$ cat src/core/twbo_cfg.svh
`ifndef TWBO_CFG_SVH
`define TWBO_CFG_SVH

// external master address and size field layout
`define TWBO_ADDR_W      28
`define TWBO_UPPER_MSB   27
`define TWBO_UPPER_LSB   24
`define TWBO_REGION_LSB  16
`define TWBO_REGION_W    12
`define TWBO_SIZE_W      2

// size encodings on the transfer_size pins
`define TWBO_SZ_LONG     2'h0
`define TWBO_SZ_BYTE     2'h1
`define TWBO_SZ_WORD     2'h2
`define TWBO_SZ_LINE     2'h3

// counts and widths
`define TWBO_WS_W        4
`define TWBO_NUM_CS      8
`define TWBO_NUM_DRAM    2
`define TWBO_NUM_LANES   4
`define TWBO_DRAM_ADDR_W 14
`define TWBO_ROW_LSB     14
`define TWBO_COL_LSB     0
`define TWBO_DRAM_WAIT   4'h2
`define TWBO_RCD_CYCLES  4'h1

// reset values
`define TWBO_UPPER_ZERO  4'h0
`define TWBO_WS_RESET    4'h0

`endif

$ cat src/core/twbo_pkg.sv
`include "twbo_cfg.svh"

package twbo_pkg;

  // arbitration states
  typedef enum logic [1:0] {
    TWBO_RESET,
    TWBO_IMPLICIT,
    TWBO_EXPLICIT,
    TWBO_EM_OWN
  } twbo_arb_e;

  // alternate master access sequence
  typedef enum logic [1:0] {
    TWBO_AM_IDLE,
    TWBO_AM_DECODE,
    TWBO_AM_ACTIVE,
    TWBO_AM_RELEASE
  } twbo_am_e;

  // decoded memory space
  typedef enum logic [1:0] {
    TWBO_SP_NONE,
    TWBO_SP_CS,
    TWBO_SP_DRAM,
    TWBO_SP_DEFAULT
  } twbo_space_e;

  typedef logic [`TWBO_REGION_W-1:0] twbo_region_t;

  // region match under a don't-care mask
  function automatic logic twbo_region_hit(input twbo_region_t a,
                                           input twbo_region_t base,
                                           input twbo_region_t mask);
    twbo_region_hit = ((a ^ base) & ~mask) == '0;
  endfunction

  // byte lanes touched by an aligned transfer on a 32-bit port
  function automatic logic [`TWBO_NUM_LANES-1:0] twbo_lanes(input logic [1:0] sz,
                                                            input logic [1:0] a);
    case (sz)
      `TWBO_SZ_BYTE: twbo_lanes = 4'h8 >> a;
      `TWBO_SZ_WORD: twbo_lanes = a[1] ? 4'h3 : 4'hc;
      default:       twbo_lanes = 4'hf;
    endcase
  endfunction

endpackage

$ cat src/core/twbo_space_decode.sv
`timescale 1ns/1ps
`include "twbo_cfg.svh"

module twbo_space_decode
  import twbo_pkg::*;
#(
  parameter int NCS = `TWBO_NUM_CS,
  parameter int NDR = `TWBO_NUM_DRAM
) (
  // captured access
  input  wire logic [`TWBO_REGION_W-1:0]      region,
  input  wire logic                           is_read,
  // chip-select regions
  input  wire logic [NCS*`TWBO_REGION_W-1:0]  cs_base,
  input  wire logic [NCS*`TWBO_REGION_W-1:0]  cs_mask,
  input  wire logic [NCS-1:0]                 cs_rd_en,
  input  wire logic [NCS-1:0]                 cs_wr_en,
  // dram banks
  input  wire logic [NDR*`TWBO_REGION_W-1:0]  dr_base,
  input  wire logic [NDR*`TWBO_REGION_W-1:0]  dr_mask,
  input  wire logic [NDR-1:0]                 dr_rd_en,
  input  wire logic [NDR-1:0]                 dr_wr_en,
  // result
  output twbo_space_e                         space,
  output logic [NCS-1:0]                      cs_sel,
  output logic [NDR-1:0]                      dr_sel
);

  logic [NCS-1:0] cs_hit;
  logic [NDR-1:0] dr_hit;

  // per-region match, gated by the enable for this direction
  genvar g;
  generate
    for (g = 0; g < NCS; g++) begin : g_cs
      assign cs_hit[g] = twbo_region_hit(region,
                                         cs_base[g*`TWBO_REGION_W +: `TWBO_REGION_W],
                                         cs_mask[g*`TWBO_REGION_W +: `TWBO_REGION_W])
                         && (is_read ? cs_rd_en[g] : cs_wr_en[g]);
    end
    for (g = 0; g < NDR; g++) begin : g_dr
      assign dr_hit[g] = twbo_region_hit(region,
                                         dr_base[g*`TWBO_REGION_W +: `TWBO_REGION_W],
                                         dr_mask[g*`TWBO_REGION_W +: `TWBO_REGION_W])
                         && (is_read ? dr_rd_en[g] : dr_wr_en[g]);
    end
  endgenerate

  // lowest index wins; chip selects take precedence over dram
  always_comb begin
    cs_sel = '0;
    dr_sel = '0;
    space  = TWBO_SP_DEFAULT;
    for (int i = NDR - 1; i >= 0; i--) begin
      if (dr_hit[i]) begin
        dr_sel = '0;
        dr_sel[i] = 1'b1;
        space = TWBO_SP_DRAM;
      end
    end
    for (int i = NCS - 1; i >= 0; i--) begin
      if (cs_hit[i]) begin
        cs_sel = '0;
        cs_sel[i] = 1'b1;
        space = TWBO_SP_CS;
      end
    end
    if (space == TWBO_SP_CS) begin
      dr_sel = '0;
    end
  end

endmodule

$ cat src/core/twbo_wait_ctr.sv
`timescale 1ns/1ps
`include "twbo_cfg.svh"

module twbo_wait_ctr #(
  parameter int W = `TWBO_WS_W
) (
  // clock and reset
  input  wire logic         ref_clk,
  input  wire logic         rst,
  // control
  input  wire logic         load,
  input  wire logic [W-1:0] load_val,
  input  wire logic         clear,
  // status
  output logic              expire_next,
  output logic              running
);

  logic [W-1:0] cnt_reg;
  logic         run_reg;

  // expire_next marks the edge at which the count reaches zero
  assign expire_next = load ? (load_val == '0) : (run_reg && cnt_reg == W'(1));
  assign running     = run_reg;

  // down counter, stops at zero
  always_ff @(posedge ref_clk or posedge rst) begin
    if (rst) begin
      cnt_reg <= '0;
      run_reg <= 1'b0;
    end else if (clear) begin
      cnt_reg <= '0;
      run_reg <= 1'b0;
    end else if (load) begin
      cnt_reg <= load_val;
      run_reg <= load_val != '0;
    end else if (run_reg) begin
      cnt_reg <= cnt_reg - W'(1);
      run_reg <= cnt_reg != W'(1);
    end
  end

endmodule

$ cat src/core/twbo_arbiter.sv
`timescale 1ns/1ps
`include "twbo_cfg.svh"

// Notes on behaviour
// - reset pin or watchdog reset forces reset state and holds it there.
// - leaving reset: grant asserted goes implicit, else external master owns.
// - implicit: bus undriven; grant lost to external; lock or request to explicit.
// - external owns: wait for grant, then explicit on lock/request, else implicit.
// - explicit held by grant or lock; otherwise release at end of transfer.
// - bus driven and bus-driven asserted only in explicit; owner in two states.
// - bus request output is internal request registered while grant and driven negated.
// - any termination ends a cycle; burst-inhibited series counts as one transfer.
// - a transfer may start on the edge after grant is asserted.
// - with external owner, no shared-bus drive; memory controls and ack still allowed.
// - on transfer start capture 28-bit address, direction and two-bit size.
// - upper four address bits read as zero when those pins are not address.
// - transfer type, access mode and privilege mask bits ignored for external master.
// - decode captured access and start memory control on the next edge.
// - chip-select hit: assert select and write enables; ack if region auto-acks.
// - no address drive for chip-select or default space; master drives it.
// - dram hit: assert dram controls, drive multiplexed address, ack if the bank's ack enable is set.
// - no hit: ack after programmed waits only when default auto-ack set.
module twbo_arbiter
  import twbo_pkg::*;
#(
  parameter int NCS = `TWBO_NUM_CS,
  parameter int NDR = `TWBO_NUM_DRAM,
  parameter int WSW = `TWBO_WS_W
) (
  // clock and reset
  input  wire logic                          ref_clk,
  input  wire logic                          rst,
  // reset sources
  input  wire logic                          reset_in_pin_n,
  input  wire logic                          watchdog_reset,
  // arbitration pins
  input  wire logic                          bus_grant_n,
  output logic                               bus_request_out_n,
  output logic                               bus_driven_n,
  // core side
  input  wire logic                          internal_bus_request,
  input  wire logic                          bus_lock,
  input  wire logic                          xfer_in_progress,
  input  wire logic                          xfer_term,
  input  wire logic                          xfer_err,
  input  wire logic                          xfer_last,
  output logic                               bus_drive_en,
  output logic                               bus_owner,
  output logic                               xfer_start_ok,
  // alternate master bus
  input  wire logic                          transfer_start_n,
  input  wire logic [`TWBO_ADDR_W-1:0]       ext_addr,
  input  wire logic                          ext_read,
  input  wire logic [`TWBO_SIZE_W-1:0]       transfer_size,
  input  wire logic                          transfer_ack_in,
  output logic                               transfer_ack_o,
  output logic                               transfer_ack_oe,
  // configuration
  input  wire logic                          upper_pins_are_addr,
  input  wire logic                          external_master_auto_ack,
  input  wire logic [WSW-1:0]                wait_state_count,
  input  wire logic [NCS*`TWBO_REGION_W-1:0] cs_base,
  input  wire logic [NCS*`TWBO_REGION_W-1:0] chip_select_mask,
  input  wire logic [NCS-1:0]                cs_read_en,
  input  wire logic [NCS-1:0]                cs_write_en,
  input  wire logic [NCS-1:0]                cs_auto_ack,
  input  wire logic [NCS*WSW-1:0]            cs_wait,
  input  wire logic [NDR*`TWBO_REGION_W-1:0] dram_base,
  input  wire logic [NDR*`TWBO_REGION_W-1:0] dram_mask,
  input  wire logic [NDR-1:0]                dram_read_en,
  input  wire logic [NDR-1:0]                dram_write_en,
  input  wire logic [NDR-1:0]                dram_ext_master_ack,
  // memory control
  output logic [NCS-1:0]                     chip_select_n,
  output logic [`TWBO_NUM_LANES-1:0]         write_enable_n,
  output logic [NDR-1:0]                     ras_n,
  output logic [`TWBO_NUM_LANES-1:0]         cas_n,
  output logic                               dram_write_n,
  output logic [`TWBO_DRAM_ADDR_W-1:0]       dram_addr,
  output logic                               dram_addr_oe,
  // status
  output twbo_arb_e                          arb_state
);

  twbo_arb_e                     arb_reg;
  twbo_arb_e                     arb_next;
  twbo_am_e                      am_reg;
  twbo_am_e                      am_next;
  logic                          grant;
  logic                          reset_hold;
  logic                          cycle_end;
  logic                          grant_seen_reg;
  logic [`TWBO_ADDR_W-1:0]       cap_addr_reg;
  logic                          cap_read_reg;
  logic [`TWBO_SIZE_W-1:0]       cap_size_reg;
  twbo_space_e                   dec_space;
  logic [NCS-1:0]                dec_cs;
  logic [NDR-1:0]                dec_dr;
  twbo_space_e                   space_reg;
  logic [NCS-1:0]                cs_sel_reg;
  logic [NDR-1:0]                dr_sel_reg;
  logic                          auto_ack_reg;
  logic                          ack_now;
  logic [WSW-1:0]                sel_wait;
  logic                          sel_ack;
  logic                          ctr_load;
  logic                          ctr_expire;
  logic                          ctr_run;
  logic                          ack_reg;
  logic                          ack_oe_reg;
  logic                          col_phase_reg;
  logic                          ts_taken;

  assign grant      = ~bus_grant_n;
  assign reset_hold = ~reset_in_pin_n | watchdog_reset;
  // error and normal termination both end the cycle; only the last beat
  // of a burst-inhibited series counts
  assign cycle_end  = (xfer_term | xfer_err) & xfer_last;

  // arbitration next state
  always_comb begin
    arb_next = arb_reg;
    if (reset_hold) begin
      arb_next = TWBO_RESET;
    end else begin
      case (arb_reg)
        TWBO_RESET: begin
          arb_next = grant ? TWBO_IMPLICIT : TWBO_EM_OWN;
        end
        TWBO_IMPLICIT: begin
          if (!grant) begin
            arb_next = TWBO_EM_OWN;
          end else if (bus_lock || internal_bus_request) begin
            arb_next = TWBO_EXPLICIT;
          end
        end
        TWBO_EXPLICIT: begin
          // lock keeps us owner even with grant removed
          if (!grant && !bus_lock) begin
            if (!xfer_in_progress || cycle_end) begin
              arb_next = TWBO_EM_OWN;
            end
          end
        end
        TWBO_EM_OWN: begin
          if (grant) begin
            arb_next = (bus_lock || internal_bus_request) ? TWBO_EXPLICIT
                                                          : TWBO_IMPLICIT;
          end
        end
        default: arb_next = TWBO_RESET;
      endcase
    end
  end

  // arbitration state register
  always_ff @(posedge ref_clk or posedge rst) begin
    if (rst) begin
      arb_reg <= TWBO_RESET;
    end else begin
      arb_reg <= arb_next;
    end
  end

  // ownership outputs decode straight from the state flop
  assign bus_driven_n = arb_reg != TWBO_EXPLICIT;
  assign bus_drive_en = arb_reg == TWBO_EXPLICIT;
  assign bus_owner    = (arb_reg == TWBO_EXPLICIT) ||
                        (arb_reg == TWBO_IMPLICIT);
  assign arb_state    = arb_reg;

  // request pin only follows the core while the bus is idle to us
  always_ff @(posedge ref_clk or posedge rst) begin
    if (rst) begin
      bus_request_out_n <= 1'b1;
    end else if (bus_grant_n && bus_driven_n) begin
      bus_request_out_n <= ~internal_bus_request;
    end
  end

  // grant must have been seen on the previous edge before a start;
  // the arbiter is trusted to grant only a free bus
  always_ff @(posedge ref_clk or posedge rst) begin
    if (rst) begin
      grant_seen_reg <= 1'b0;
    end else begin
      grant_seen_reg <= grant && !reset_hold;
    end
  end
  assign xfer_start_ok = grant_seen_reg && grant &&
                         (arb_reg != TWBO_RESET);

  // a start seen while we do not drive belongs to another master;
  // the recommendation to hold start quiet then is the system's concern
  assign ts_taken = !transfer_start_n && bus_driven_n &&
                    (am_reg == TWBO_AM_IDLE);

  // capture the alternate master address phase
  always_ff @(posedge ref_clk or posedge rst) begin
    if (rst) begin
      cap_addr_reg <= '0;
      cap_read_reg <= 1'b1;
      cap_size_reg <= `TWBO_SZ_LONG;
    end else if (ts_taken) begin
      cap_addr_reg <= ext_addr;
      cap_read_reg <= ext_read;
      cap_size_reg <= transfer_size;
      if (!upper_pins_are_addr) begin
        cap_addr_reg[`TWBO_UPPER_MSB:`TWBO_UPPER_LSB] <= `TWBO_UPPER_ZERO;
      end
    end
  end

  // decode uses only address and direction: type, mode and privilege
  // masks have no input here at all
  twbo_space_decode #(
    .NCS (NCS),
    .NDR (NDR)
  ) u_decode (
    .region   (cap_addr_reg[`TWBO_REGION_LSB +: `TWBO_REGION_W]),
    .is_read  (cap_read_reg),
    .cs_base  (cs_base),
    .cs_mask  (chip_select_mask),
    .cs_rd_en (cs_read_en),
    .cs_wr_en (cs_write_en),
    .dr_base  (dram_base),
    .dr_mask  (dram_mask),
    .dr_rd_en (dram_read_en),
    .dr_wr_en (dram_write_en),
    .space    (dec_space),
    .cs_sel   (dec_cs),
    .dr_sel   (dec_dr)
  );

  // wait count and acknowledge enable for the decoded space
  always_comb begin
    sel_wait = wait_state_count;
    sel_ack  = external_master_auto_ack;
    for (int i = 0; i < NCS; i++) begin
      if (dec_cs[i]) begin
        sel_wait = cs_wait[i*WSW +: WSW];
        sel_ack  = cs_auto_ack[i];
      end
    end
    if (dec_space == TWBO_SP_DRAM) begin
      sel_wait = WSW'(`TWBO_DRAM_WAIT);
      sel_ack  = |(dec_dr & dram_ext_master_ack);
    end
  end

  // alternate master access sequence
  always_comb begin
    am_next = am_reg;
    case (am_reg)
      TWBO_AM_IDLE: begin
        if (ts_taken) begin
          am_next = TWBO_AM_DECODE;
        end
      end
      TWBO_AM_DECODE: begin
        am_next = TWBO_AM_ACTIVE;
      end
      TWBO_AM_ACTIVE: begin
        // another slave's ack also closes the access
        if (ack_reg || transfer_ack_in) begin
          am_next = TWBO_AM_RELEASE;
        end
      end
      TWBO_AM_RELEASE: begin
        am_next = TWBO_AM_IDLE;
      end
      default: am_next = TWBO_AM_IDLE;
    endcase
  end

  always_ff @(posedge ref_clk or posedge rst) begin
    if (rst) begin
      am_reg <= TWBO_AM_IDLE;
    end else begin
      am_reg <= am_next;
    end
  end

  // hold the decode result for the whole access
  always_ff @(posedge ref_clk or posedge rst) begin
    if (rst) begin
      space_reg    <= TWBO_SP_NONE;
      cs_sel_reg   <= '0;
      dr_sel_reg   <= '0;
      auto_ack_reg <= 1'b0;
    end else if (am_reg == TWBO_AM_DECODE) begin
      space_reg    <= dec_space;
      cs_sel_reg   <= dec_cs;
      dr_sel_reg   <= dec_dr;
      auto_ack_reg <= sel_ack;
    end else if (am_reg == TWBO_AM_RELEASE) begin
      space_reg    <= TWBO_SP_NONE;
      cs_sel_reg   <= '0;
      dr_sel_reg   <= '0;
      auto_ack_reg <= 1'b0;
    end
  end

  // wait counter starts one clock after capture
  assign ctr_load = am_reg == TWBO_AM_DECODE;

  twbo_wait_ctr #(
    .W (WSW)
  ) u_wait (
    .ref_clk     (ref_clk),
    .rst         (rst),
    .load        (ctr_load),
    .load_val    (sel_wait),
    .clear       (am_reg == TWBO_AM_RELEASE),
    .expire_next (ctr_expire),
    .running     (ctr_run)
  );

  // zero waits gives ack at the first active edge
  assign ack_now = ctr_load ? (sel_ack && ctr_expire)
                            : (am_reg == TWBO_AM_ACTIVE && auto_ack_reg &&
                               ctr_expire && ctr_run);

  // ack is driven negated while counting, asserted for one clock, then
  // driven negated one more clock before release to avoid a floating edge
  always_ff @(posedge ref_clk or posedge rst) begin
    if (rst) begin
      ack_reg    <= 1'b0;
      ack_oe_reg <= 1'b0;
    end else begin
      ack_reg <= ack_now;
      if (am_reg == TWBO_AM_DECODE) begin
        ack_oe_reg <= sel_ack;
      end else if (am_reg == TWBO_AM_RELEASE || am_reg == TWBO_AM_IDLE) begin
        ack_oe_reg <= 1'b0;
      end
    end
  end
  assign transfer_ack_o  = ack_reg;
  assign transfer_ack_oe = ack_oe_reg;

  // chip select and byte write enables for the alternate master
  always_ff @(posedge ref_clk or posedge rst) begin
    if (rst) begin
      chip_select_n  <= '1;
      write_enable_n <= '1;
    end else if (am_reg == TWBO_AM_DECODE && dec_space == TWBO_SP_CS) begin
      chip_select_n <= ~dec_cs;
      // alignment is the master's duty, so the lane mask trusts it
      write_enable_n <= cap_read_reg ? '1
                        : ~twbo_lanes(cap_size_reg, cap_addr_reg[1:0]);
    end else if (am_next == TWBO_AM_RELEASE || am_reg == TWBO_AM_IDLE) begin
      chip_select_n  <= '1;
      write_enable_n <= '1;
    end
  end

  // dram strobes: row first, column after a fixed delay
  always_ff @(posedge ref_clk or posedge rst) begin
    if (rst) begin
      ras_n         <= '1;
      cas_n         <= '1;
      dram_write_n  <= 1'b1;
      col_phase_reg <= 1'b0;
    end else if (am_reg == TWBO_AM_DECODE && dec_space == TWBO_SP_DRAM) begin
      ras_n         <= ~dec_dr;
      dram_write_n  <= cap_read_reg;
      col_phase_reg <= 1'b0;
    end else if (am_reg == TWBO_AM_ACTIVE && space_reg == TWBO_SP_DRAM) begin
      col_phase_reg <= 1'b1;
      if (col_phase_reg || `TWBO_RCD_CYCLES == 4'h0) begin
        cas_n <= ~twbo_lanes(cap_size_reg, cap_addr_reg[1:0]);
      end
      if (am_next == TWBO_AM_RELEASE) begin
        ras_n        <= '1;
        cas_n        <= '1;
        dram_write_n <= 1'b1;
      end
    end else begin
      ras_n         <= '1;
      cas_n         <= '1;
      dram_write_n  <= 1'b1;
      col_phase_reg <= 1'b0;
    end
  end

  // multiplexed dram address; only dram accesses drive it, never
  // chip-select or default space
  always_ff @(posedge ref_clk or posedge rst) begin
    if (rst) begin
      dram_addr    <= '0;
      dram_addr_oe <= 1'b0;
    end else if (am_reg == TWBO_AM_DECODE && dec_space == TWBO_SP_DRAM) begin
      dram_addr    <= cap_addr_reg[`TWBO_ROW_LSB +: `TWBO_DRAM_ADDR_W];
      dram_addr_oe <= 1'b1;
    end else if (am_reg == TWBO_AM_ACTIVE && space_reg == TWBO_SP_DRAM &&
                 am_next != TWBO_AM_RELEASE) begin
      dram_addr    <= cap_addr_reg[`TWBO_COL_LSB +: `TWBO_DRAM_ADDR_W];
      dram_addr_oe <= 1'b1;
    end else begin
      dram_addr_oe <= 1'b0;
    end
  end

endmodule

$ cat config.mk
export PLATFORM = sky130hd
export DESIGN_NAME = twbo_arbiter
export DESIGN_NICKNAME = d
export VERILOG_FILES = /design/src/core/twbo_pkg.sv /design/src/core/twbo_space_decode.sv /design/src/core/twbo_wait_ctr.sv /design/src/core/twbo_arbiter.sv
export VERILOG_INCLUDE_DIRS = /design/src /design/src/core
export SDC_FILE = /design/constraint.sdc
export NUM_CORES = 1
export LEC_CHECK = 0
export BUFFER_PORTS_ARGS = -buffer_cell sky130_fd_sc_hd__buf_2
export CAP_MARGIN = 20
export CORE_AREA = 5 5 150 152
export CTS_BUF_LIST = sky130_fd_sc_hd__clkbuf_4 sky130_fd_sc_hd__clkbuf_8
export DETAILED_ROUTE_END_ITERATION = 7
export DIE_AREA = 0 0 155 157
export PLACE_DENSITY = 0.71
export SYNTH_ARGS = -nofsm -noshare
export SYNTH_HDL_FRONTEND = slang
export SYNTH_SLANG_ARGS = --single-unit
export TNS_END_PERCENT = 1
$ cat constraint.sdc
create_clock -name ref_clk -period 2.75 [get_ports ref_clk]
set_clock_uncertainty 0.1 [all_clocks]
set_input_delay 0.1375 -clock ref_clk [delete_from_list [all_inputs] [get_ports ref_clk]]
set_output_delay 0.1375 -clock ref_clk [all_outputs]
set_load 0.005 [all_outputs]
==> impl_results.md, run 1 <==
- Synth cell types: 69
- VDD IR-drop max: 447.0 uV
- First-pass GRT wire length: approximately 45,000 um
- Critical-path cell list: buf_12, xnor2_1, o22a_1, o21ai_4, nor4_4, buf_4, or3_4, buf_8, nor3_4, buf_4, a21oi_2, a21oi_2, nand4_1, a32o_1
- Comb power frac: approximately 64%
- Num Clock Sinks: 82
- Synth async-reset ratio: 100.0%
- Max Cap Violations: 0
- Critical Path Source Type: register
- Vias in the first global route: between 7,000 and 8,000
- Detailed placer's ending HPWL: 25,870 um
- Critical Path Start: cap_addr_reg[25]
- H-tree depth: 3
- Clock power frac: roughly 11%
- Seq/Total Area, Yosys: roughly a third
- Mapped Area: 0.006116 mm^2
- RSZ-0062 raised after global routing: yes
- Initial antenna violation count: 7
- DR vias/cell: 4.999
- Worst reg2reg path startpoint: cap_addr_reg[25]
- F_max: 325.6 MHz
- Final Hold Vio Count: 0
- Largest register FFs: 28
- Syn Nets: 1,087
- Final setup margin: -321.2 ps
- Endpoint type of the worst setup path: register
- Core Area: 0.02089 mm^2
- Clk slew on worst S/H paths: 90 ps
- Sw frac: between 40% and 50%
- Synth-to-Final Area Change: 68.94%
- Final layout net count: 1,612
- Pwr Density: 803.1 mW/mm^2
- Most frequent cells in the layout: buf_2, nand2_1, xnor2_1
- CTS tree: done
- Bufs on Longest Clock Path: 2
- Minimum clock period: 3071 ps
- Synth Instances: ~720
- Yosys warning count: 0
- Area after DPL: 0.009004 mm^2
- CP max-delay cell: dfrtp_2
- Largest net degree at the start of global routing: 50
- Worst hold path type: in -> reg
- Synthesized area per cell: 8.471 um^2
- Total gr overflow: 0
- Routed wire length per instance: 20.44 um
- Die ar.: 0.02434 mm^2
- Fin. max-slew vios: 0
- All-Layer GR Usage: 24.39%
- Post-layout instance area: 0.01033 mm^2
- Power share of the sequential group: 25.3%
- Worst-Skew Late Latency: 360 ps
- Hold Crit Start: reset_in_pin_n
- Num rows: 53
- DRC Markers: 0
- CP max FO: 7
- Power Internal: 4.739 mW
- Crit Path Category: reg -> reg
- CTS Root Cell: clkbuf_8
- # port buffers: 394
- Relative slew slack: around three fifths
- DR pass1 iterations: 4
- Synthesized flop and latch total: 82
- Crit path DAT: about 3200 ps
- P_leak: around 4.9 nW
- Routability cong.: between 0.9 and 1
- Proportion of layout cells with a drive suffix above 1: a little over 50%
- Post-synth EDFFs: 0
- Final Setup Violations: 36
- Initial Util: 29.28%
- Max incr delay on CP: approximately 450 ps
- Period utilisation layout: 111.7%
- Violated checks: negative setup slack
- Initial DRC Count: 423
- NetSw: 3.559 mW
- Status: finished, violations left
- Commonest non-fill, non-tap cell in the layout: buf_2
- Via count: 7,669
- Chip height: 157 um
- Die Width: 155 um
- Routed wire length: 31,360 um
- Worst Max-Slew Pin Slew: 624.6 ps
- Antenna-violating nets left: 0
- Total CTS buffers: 9
- Ys flop type: dfrtp_1
- Critical path required time: 2910 ps
- I/O pin total: ~400
- Core Util, Final: 49.46%
-- final cells by class --
cell class	instances	area, um^2
multi-input cells	584	4169
clock buffers	9	123.9
clock inverters	7	76.32
fillers	1974	10560
repair buffers	549	3430
inverters	21	80.08
flip-flops and latches	82	2092
diodes	7	17.52
well taps	275	344.1
-- per-layer routing --
metal / GRT usage (%) / part of all wire [%] / up-vias
li1: - / - / 3588
met1: 28.13 / 37 / 3617
met2: 44.79 / 52 / 399
met3: 3.877 / 7.6 / 65
met4: 10.26 / 3.6 / 0
met5: 0 / 0 / -
-- through the flow --
| step | total power, mW | hold slack (ps) | setup WS (ps) | std cells | setup TNS [ps] |
|---|---|---|---|---|---|
| after CTS | 8.045 | 2.089 | -295.5 | 1522 | -3718 |
| final | 8.298 | 28.16 | -321.2 | 1534 | -5891 |
| after floorplan | 4.625 | 99.95 | 24.43 | 722 | 0 |
| after global routing | 8.855 | 23.45 | -399.7 | 1534 | -9531 |
| after global placement | 6.620 | 128.6 | -596.3 | 1448 | -16900 |
| after detailed placement | 6.691 | 131.5 | -637.7 | 1448 | -17860 |
-- repair_timing --
item / CTS / global route
endpoints found under the hold margin: 50 / 0
pin swaps: 28 / 30
setup endpoints to repair: 45 / 44
gates resized for setup: 66 / 50
hold buffers: 39 / 0
buffers inserted: 19 / 7
-- critical path: cells and delay by family, from the launching register on --
kind                      cells  cell delay [ps]
xor gates and xnor gates      1              120
buffers and inverters         4              630
DFF                           1              450
AOI/OAI and AO/OA             5              780
and+or+nand+nor               4              880
-- cell usage after synthesis, types with 11 or more instances --
| cell | n | area [um^2] |
|---|---|---|
| o22ai_1 | 52 | 325.3 |
| dfstp_2 | 21 | 551.8 |
| o21ai_0 | 18 | 90.09 |
| ha_1 | 13 | 162.7 |
| inv_1 | 20 | 75.07 |
| nand2_1 | 143 | 536.8 |
| o22a_1 | 11 | 96.34 |
| nor2_1 | 58 | 217.7 |
| clkbuf_1 | 13 | 48.80 |
| dfrtp_1 | 61 | 1526 |
| a31oi_1 | 17 | 106.4 |
| xnor2_1 | 120 | 1051 |
| a21oi_1 | 20 | 100.1 |
-- logic make-up after synthesis --
| logic type | count (synthesis) | synth area share, % |
|---|---|---|
| simple gates | 268 | 20.07 |
| xor+xnor | 123 | 17.61 |
| fa+ha+maj | 13 | 2.660 |
| buf+inv | 56 | 5.094 |
| mux | 8 | 1.330 |
| compound gates | 172 | 19.25 |
| flops | 82 | 33.98 |
-- power by group through the flow --
stage	registers, mW	clock network (mW)	logic, mW
after global placement	2.11	0	4.51
after CTS	2.10	0.935	5.01
final	2.10	0.914	5.28
after global routing	2.16	0.994	5.70
after detailed placement	2.12	0	4.57
after floorplan	1.92	0	2.70
-- worst paths after layout --
| kind | endpoint | slack (ps) | cells past startpoint |
|---|---|---|---|
| min in group asynchronous | space_reg[1] | 280 | 3 |
| worst max register to register | u_wait.running | -320 | 14 |
| worst max-delay path | u_wait.running | -320 | 14 |
| worst min-delay path | grant_seen_reg | 30 | 3 |
| max in group asynchronous | cap_read_reg | 1550 | 4 |
| worst min register to register | cap_addr_reg[10] | 380 | 2 |
Note: power is estimated with default switching activity, not from simulation.
==> run 2: changes to the inputs <==
Settings changed: BUFFER_PORTS_ARGS -buffer_cell sky130_fd_sc_hd__buf_2 to -buffer_cell sky130_fd_sc_hd__buf_4.
==> run 2 against run 1 <==
Against the previous run: the run still ends with negative setup slack left; wire length increased by 3.4%; register-to-register slack improved by 20 ps; first-iteration DRC count decreased by 16%; combinational power increased by 1%; core utilization increased by 3.7 points; global-route usage increased by 0.89 points; largest cell class is now non-clock buffers; die area unchanged; sequential power decreased by 3%; total power increased by 1.2%; via count decreased by 2.3%.
==> impl_results.md, run 2 (synthesis gave the netlist of run 1 again) <==
- Fin. max-slew vios: 0
- CP max-delay cell: dfrtp_2
- Most frequent cells in the layout: buf_4, nand2_1, xnor2_1
- Crit path DAT: 3200 ps
- H-tree depth: 3
- Relative slew slack: 56.92%
- Initial DRC Count: 355
- Buf/Inv on CP: 3
- Largest register FFs: 28
- TNS Setup: -4563 ps
- Worst-Skew Late Latency: 370 ps
- Pwr Density: 755.7 mW/mm^2
- Routed wire length per instance: between 20 and 25 um
- Proportion of layout cells with a drive suffix above 1: 48.79%
- DRC Markers: 0
- Sw frac: 41.61%
- Clock power frac: 12.2%
- Period utilisation layout: 110.9%
- P_leak: approximately 5.2 nW
- Vias in the first global route: 7,957
- Total Power: 8.396 mW
- R2r endpoint: u_wait.running
- Die ar.: 0.02434 mm^2
- Worst R2R Setup Slack: -300 ps
- Hold Crit Start: reset_in_pin_n
- I/O pin total: 395
- Area of the multi-input gates: about 0.004 mm^2
- R2R cell count: 13
- Status: finished, violations left
- Comb power frac: around 64%
- CTS tree: done
- Crit Path Category: reg -> reg
- Routability cong.: 0.9302
- WP depth: 13
- Core Util, Final: 53.18%
- Worst reg2reg path startpoint: cap_addr_reg[27]
- Max Cap Violations: 0
- Synth-to-Final Area Change: 81.65%
- Top Family by Delay on Critical Path: compound AO/OA/AOI/OAI gates
- Power share of the sequential group: 24.2%
- First-pass GRT wire length: 46,780 um
- Critical-path cell list: buf_4, xnor2_4, o22ai_1, nor4_2, nand3_1, buf_6, nand2_1, buf_4, a31oi_4, a211o_1, a21oi_2, nand4_1, a32o_1
- Bufs on Longest Clock Path: 2
- Initial antenna violation count: 4
- Final layout net count: about 1,600
- RSZ-0062 raised after global routing: yes
- Filler Cell Count: slightly below 2,000
- Commonest non-fill, non-tap cell in the layout: buf_4
- Storage cell area: 0.002086 mm^2
- Minimum clock period: slightly above 3000 ps
- Via count: ~7,500
- Antenna-violating nets left: 0
- VDD IR-drop max: 370.1 uV
- Critical Path Most Common Cell: buf_4
- Total CTS buffers: 9
- Initial Util: between 20% and 30%
- Final hold slack: 8.586 ps
- F_max: ~330 MHz
- NetSw: 3.493 mW
- CTS Root Cell: clkbuf_8
- Power Internal: 4.902 mW
- Detailed placer's ending HPWL: 26,860 um
- # port buffers: 394
- DR pass1 iterations: 5
- Final Setup Violations: 36
- Worst hold path type: in -> reg
- Final Hold Vio Count: 0
- Critical Path Start: cap_addr_reg[27]
- Chip height: 157 um
- All-Layer GR Usage: 25.29%
- Routed wire length: 32,430 um
- Critical path required time: between 2000 and 3000 ps
- Num rows: 53
- Worst Max-Slew Pin Slew: roughly 650 ps
- DR vias/cell: 4.922
- Endpoint type of the worst setup path: register
- CP max FO: 11
- Hold path depth: 3
- Die Width: 155 um
- Num Clock Sinks: 82
- Critical Path Source Type: register
- Clk slew on worst S/H paths: 90 ps
- Violated checks: negative setup slack
- Final setup margin: -300.2 ps
- Core Area: around 0.021 mm^2
- Largest net degree at the start of global routing: 50
- Total gr overflow: 0
- Hold Path Sink: grant_seen_reg
- Max incr delay on CP: 430 ps
## run 2: changes by cell type in the layout (fill, tap and decap cells not counted), moves of 6 or more
cell / delta
buf_2: -394
xnor2_1: +6
o22ai_1: +6
buf_4: +395
xnor2_2: -8
nor2_1: +6
o22ai_2: -6
## run 2: power by group through the flow
| stage | clock (mW) | combinational [mW] | sequential (mW) |
|---|---|---|---|
| CTS | 1.04 | 5.12 | 2.02 |
| global placement | 0 | 4.80 | 2.03 |
| finish | 1.02 | 5.34 | 2.03 |
| floorplan | 0 | 2.70 | 1.92 |
| global route | 1.10 | 5.74 | 2.09 |
| detailed placement | 0 | 4.85 | 2.05 |
## run 2: tightest hold or removal path: cells and delay by family
kind	cells	cell delay, ps
AND/OR/NAND/NOR	2	220
buffers and inverters	1	70
## run 2: worst max path at each step
stage,to,slack (ps)
global route,u_wait.running,-430
floorplan,u_wait.running,20
CTS,u_wait.running,-290
detailed placement,dram_addr[1],-530
finish,u_wait.running,-300
global placement,u_wait.running,-540
## run 2: layout make-up
type	instances	share of cell area (%)
clock buffer	9	1.115
multi-input combinational	584	36.61
antenna	4	0.09010
clock inverter	7	0.9123
tap	275	3.097
inverter	21	0.7208
sequential	82	18.77
timing repair buffer	541	38.68
## run 2: timing repair
| item | in CTS | in global routing |
|---|---|---|
| endpoints found under the setup margin | 45 | 45 |
| hold endpoints to repair | 49 | 0 |
| pin swaps | 16 | 19 |
| buffers inserted | 9 | 5 |
| resized for setup | 35 | 40 |
| hold buffers | 39 | 0 |
## run 2: routing by layer
layer  GRT usage [%]  share of wire (%)  vias up
li1                -                  -     3565
met1           28.65                 38     3580
met2           46.20                 52      296
met3           5.307                6.8       55
met4           10.43                3.3        0
met5               0                  0        -
## run 2: through the flow
stage / setup WS, ps / std cells / area (um^2)
final: -300.2 / 1523 / 11110
after global routing: -428.8 / 1523 / 11110
after CTS: -292.4 / 1514 / 10830
after detailed placement: -531.5 / 1450 / 9992
after global placement: -539.1 / 1450 / 9992
after floorplan: 24.43 / 722 / 6120
==> run 3: changes to the inputs <==
Settings changed: ABC_AREA from default to 1, CELL_PAD_IN_SITES_DETAIL_PLACEMENT from default to 1, CELL_PAD_IN_SITES_GLOBAL_PLACEMENT from default to 1, CORE_AREA 5 5 150 152 to default, CORE_MARGIN from default to 5, CORE_UTILIZATION from default to 27, CTS_CLUSTER_SIZE from default to 8, DIE_AREA 0 0 155 157 to default, PLACE_DENSITY 0.71 to 0.88.
==> run 3 against run 2 <==
Against the previous run: the flow still finishes with violations (negative setup slack); critical path depth grew 7; clock-buffer cell count increased by 3; wire length is 20% higher; sequential cell count unchanged; fmax increased by 9.0%; area after synthesis is 18% higher; worst hold slack gained 7.0 ps; non-clock buffer count down 31; first-iteration DRC count down 7.0%; sequential share of layout area is 1.2 points lower; global-route usage is 0.54 points lower; largest cell class is now multi-input combinational cells.
==> impl_results.md, run 3 <==
- Status: finished, violations left
- Violated checks: negative setup slack
- I/O pin total: 395
- Hold Crit Start: ext_addr[26]
- Antenna-violating nets left: 0
- Power share of the sequential group: 24.3%
- Period utilisation layout: 101.8%
- Total CTS buffers: 9
- # port buffers: 394
- Die Width: 173.4 um
- Comb power frac: 63.1%
- Routed wire length: 38,900 um
- P_leak: 6.335 nW
- Critical-path cell list: buf_6, nor2_1, nor2_1, nand2_1, nand2_1, nor2_1, nand3_2, nor2_4, buf_4, buf_4, nand4_1, nand2_1, inv_1, nand2_1, nand2_1, a21oi_2, nor2_1, nand3_1, nand2_1, o21a_1
- Largest register FFs: 28
- Synth cell types: 44
- Crit Path Category: reg -> reg
- VDD IR-drop max: between 300 and 400 uV
- R2r endpoint: transfer_ack_o
- Routed wire length per instance: just under 20 um
- CP max FO: 11
- R2R cell count: 20
- Cells after DPL: about 1,900
- Chip height: ~170 um
- Storage cell area: about 0.0021 mm^2
- CP max-delay cell: dfrtp_1
- Final Setup Violations: 5
- Detailed placer's ending HPWL: 32,090 um
- Seq/Total Area, Yosys: 28.82%
- Worst reg2reg path startpoint: cap_addr_reg[20]
- Synth async-reset ratio: 100.0%
- Worst hold path type: in -> reg
- NetSw: 3.712 mW
- CTS tree: done
- Initial DRC Count: 330
- Die ar.: 0.03007 mm^2
- Critical path required time: 2900 ps
- Via count: ~9,400
- Most frequent cells in the layout: buf_4, nand2_1, inv_1
- Critical Path Most Common Cell: nand2_1
- All-Layer GR Usage: between 20% and 30%
- Relative slew slack: 60.53%
- Post-synth EDFFs: 0
- Final Non-Filler Cells: 1,986
- Worst Max-Slew Pin Slew: 591.4 ps
- First-pass GRT wire length: 58,220 um
- Minimum clock period: between 2000 and 3000 ps
- Final setup margin: -49.41 ps
- Post-synth top cells: nand2_1, inv_1, nor2_1, o21ai_0, dfrtp_1
- Pwr Density: 673.3 mW/mm^2
- Worst R2R Setup Slack: -50 ps
- Clk slew on worst S/H paths: 90 ps
- Top cell type's share of synthesized area: a little over a fifth
- Proportion of layout cells with a drive suffix above 1: 36.23%
- Power Internal: 4.277 mW
- Final layout net count: roughly 2,000
- Sw frac: 46.46%
- Fin. max-slew vios: 0
- Commonest non-fill, non-tap cell in the layout: buf_4
- RSZ-0062 raised after global routing: yes
- Synth Instances: 1,152
- Num Clock Sinks: 82
- Critical Path Source Type: register
- Routability cong.: 0.9079
- Crit path DAT: 2950 ps
- Synth-to-Final Area Change: 64.57%
- Setup WS pre-CTS: -294.4 ps
- Num rows: 59
- Max Cap Violations: 0
- Hold path depth: 3
- Yosys top cell by area: dfrtp_1
- Bufs on Longest Clock Path: 2
- Core Area: 0.02621 mm^2
- Most common cell in the netlist: nand2_1
- Syn Nets: approximately 1,500
- Final Hold Vio Count: 0
- Max incr delay on CP: 450 ps
- DR vias/cell: 4.754
- H-tree depth: 3
- Initial antenna violation count: 3
- CTS Root Cell: clkbuf_8
- Ys flop type: dfrtp_1
- Yosys warning count: 0
- DRC Markers: 0
- Total gr overflow: 0
- Post-layout instance area: about 0.012 mm^2
- TNS Setup: -112.2 ps
- Endpoint type of the worst setup path: register
- Area of the multi-input gates: 0.004319 mm^2
- Largest net degree at the start of global routing: 63
- Initial Util: 27.51%
- Worst-Skew Late Latency: ~360 ps
- Synthesized area per cell: 6.259 um^2
- Hold Path Sink: cap_addr_reg[26]
- Mapped Area: 0.007211 mm^2
- Filler Cell Count: about 3,400
- Clock power frac: 12.6%
- Vias in the first global route: 10,370
- F_max: 357.2 MHz
- DR pass1 iterations: 5
- Top cells by area, synth: dfrtp_1, nand2_1, inv_1
- Area after DPL: 0.01103 mm^2
- Synthesized flop and latch total: 82
run 3: cell count changes after synthesis, sizes merged, moves of 17 or more:
cell	previous run	this run
nand3	9	58
nor2	58	155
inv	20	194
a21oi	22	39
o22ai	52	8
o21ai	19	83
nand2	144	379
xnor2	120	28
run 3: how the worst max path moves through the flow:
stage	start	endpoint	slack, ps	cells past startpoint
5_1_grt	cap_read_reg	transfer_ack_o	-310	20
3_5_place_dp	cap_read_reg	u_wait.running	-290	18
3_3_place_gp	cap_read_reg	u_wait.running	-230	18
4_1_cts	cap_addr_reg[27]	transfer_ack_o	-50	13
6_report	cap_addr_reg[20]	transfer_ack_o	-50	20
2_1_floorplan	cap_read_reg	dram_addr[4]	360	19
run 3: what timing repair did:
| item | in CTS | in global routing |
|---|---|---|
| gates cloned | 1 | 0 |
| buffers inserted | 4 | 5 |
| hold endpoints to repair | 52 | 0 |
| pin swaps | 6 | 6 |
| setup endpoints to repair | 39 | 41 |
| hold buffers | 36 | 0 |
| gates resized for setup | 17 | 28 |
run 3: metal layers:
metal / part of all wire (%) / GRT usage (%) / up-vias
met5: 0 / 0 / -
met4: 4.0 / 10.64 / 0
met3: 5.1 / 4.776 / 76
li1: - / - / 4574
met1: 38 / 26.48 / 4473
met2: 53 / 47.05 / 318
run 3: per-stage QoR:
step	hold WS (ps)	utilization [%]	power, mW
after floorplan	107.5	-	4.554
after global placement	126.7	42.10	6.510
after detailed placement	130.7	42.10	6.730
after CTS	0.6659	44.82	7.955
after global routing	5.575	45.28	8.627
final	15.62	45.28	7.989
run 3: critical path: cells and delay by family, from the launching register on:
kind                   cells  cell delay, ps
and+or+nand+nor           14            1340
buffers and inverters      4             490
DFF                        1             450
AOI/OAI and AO/OA          2             300
run 3: layout make-up:
type | instances | area share [%]
clock inverters | 4 | 0.6432
multi-input cells | 845 | 36.40
repair buffers | 510 | 34.31
well taps | 335 | 3.532
inverters | 195 | 6.284
clock buffers | 12 | 1.234
diodes | 3 | 0.06326
flip-flops and latches | 82 | 17.53
run 3: kinds of logic (layout without fill, tap and decap cells):
group / count (synthesis) / count (layout) / synth area share, %
AND/OR/NAND/NOR: 636 / 637 / 38.00
buffers and inverters: 226 / 721 / 13.33
AO/OA/AOI/OAI: 167 / 167 / 14.19
flip-flops: 82 / 82 / 28.82
XOR/XNOR: 28 / 28 / 3.401
adder cells (fa/ha/maj): 13 / 13 / 2.256
other: 0 / 3 / 0
run 3: power by group through the flow:
stage               Clock, mW  Sequential (mW)  Combinational (mW)
floorplan                   0             1.86                2.69
global placement            0             1.93                4.58
detailed placement          0             1.96                4.77
CTS                      1.03             1.92                5.00
global route             1.08             1.99                5.56
finish                   1.01             1.94                5.04
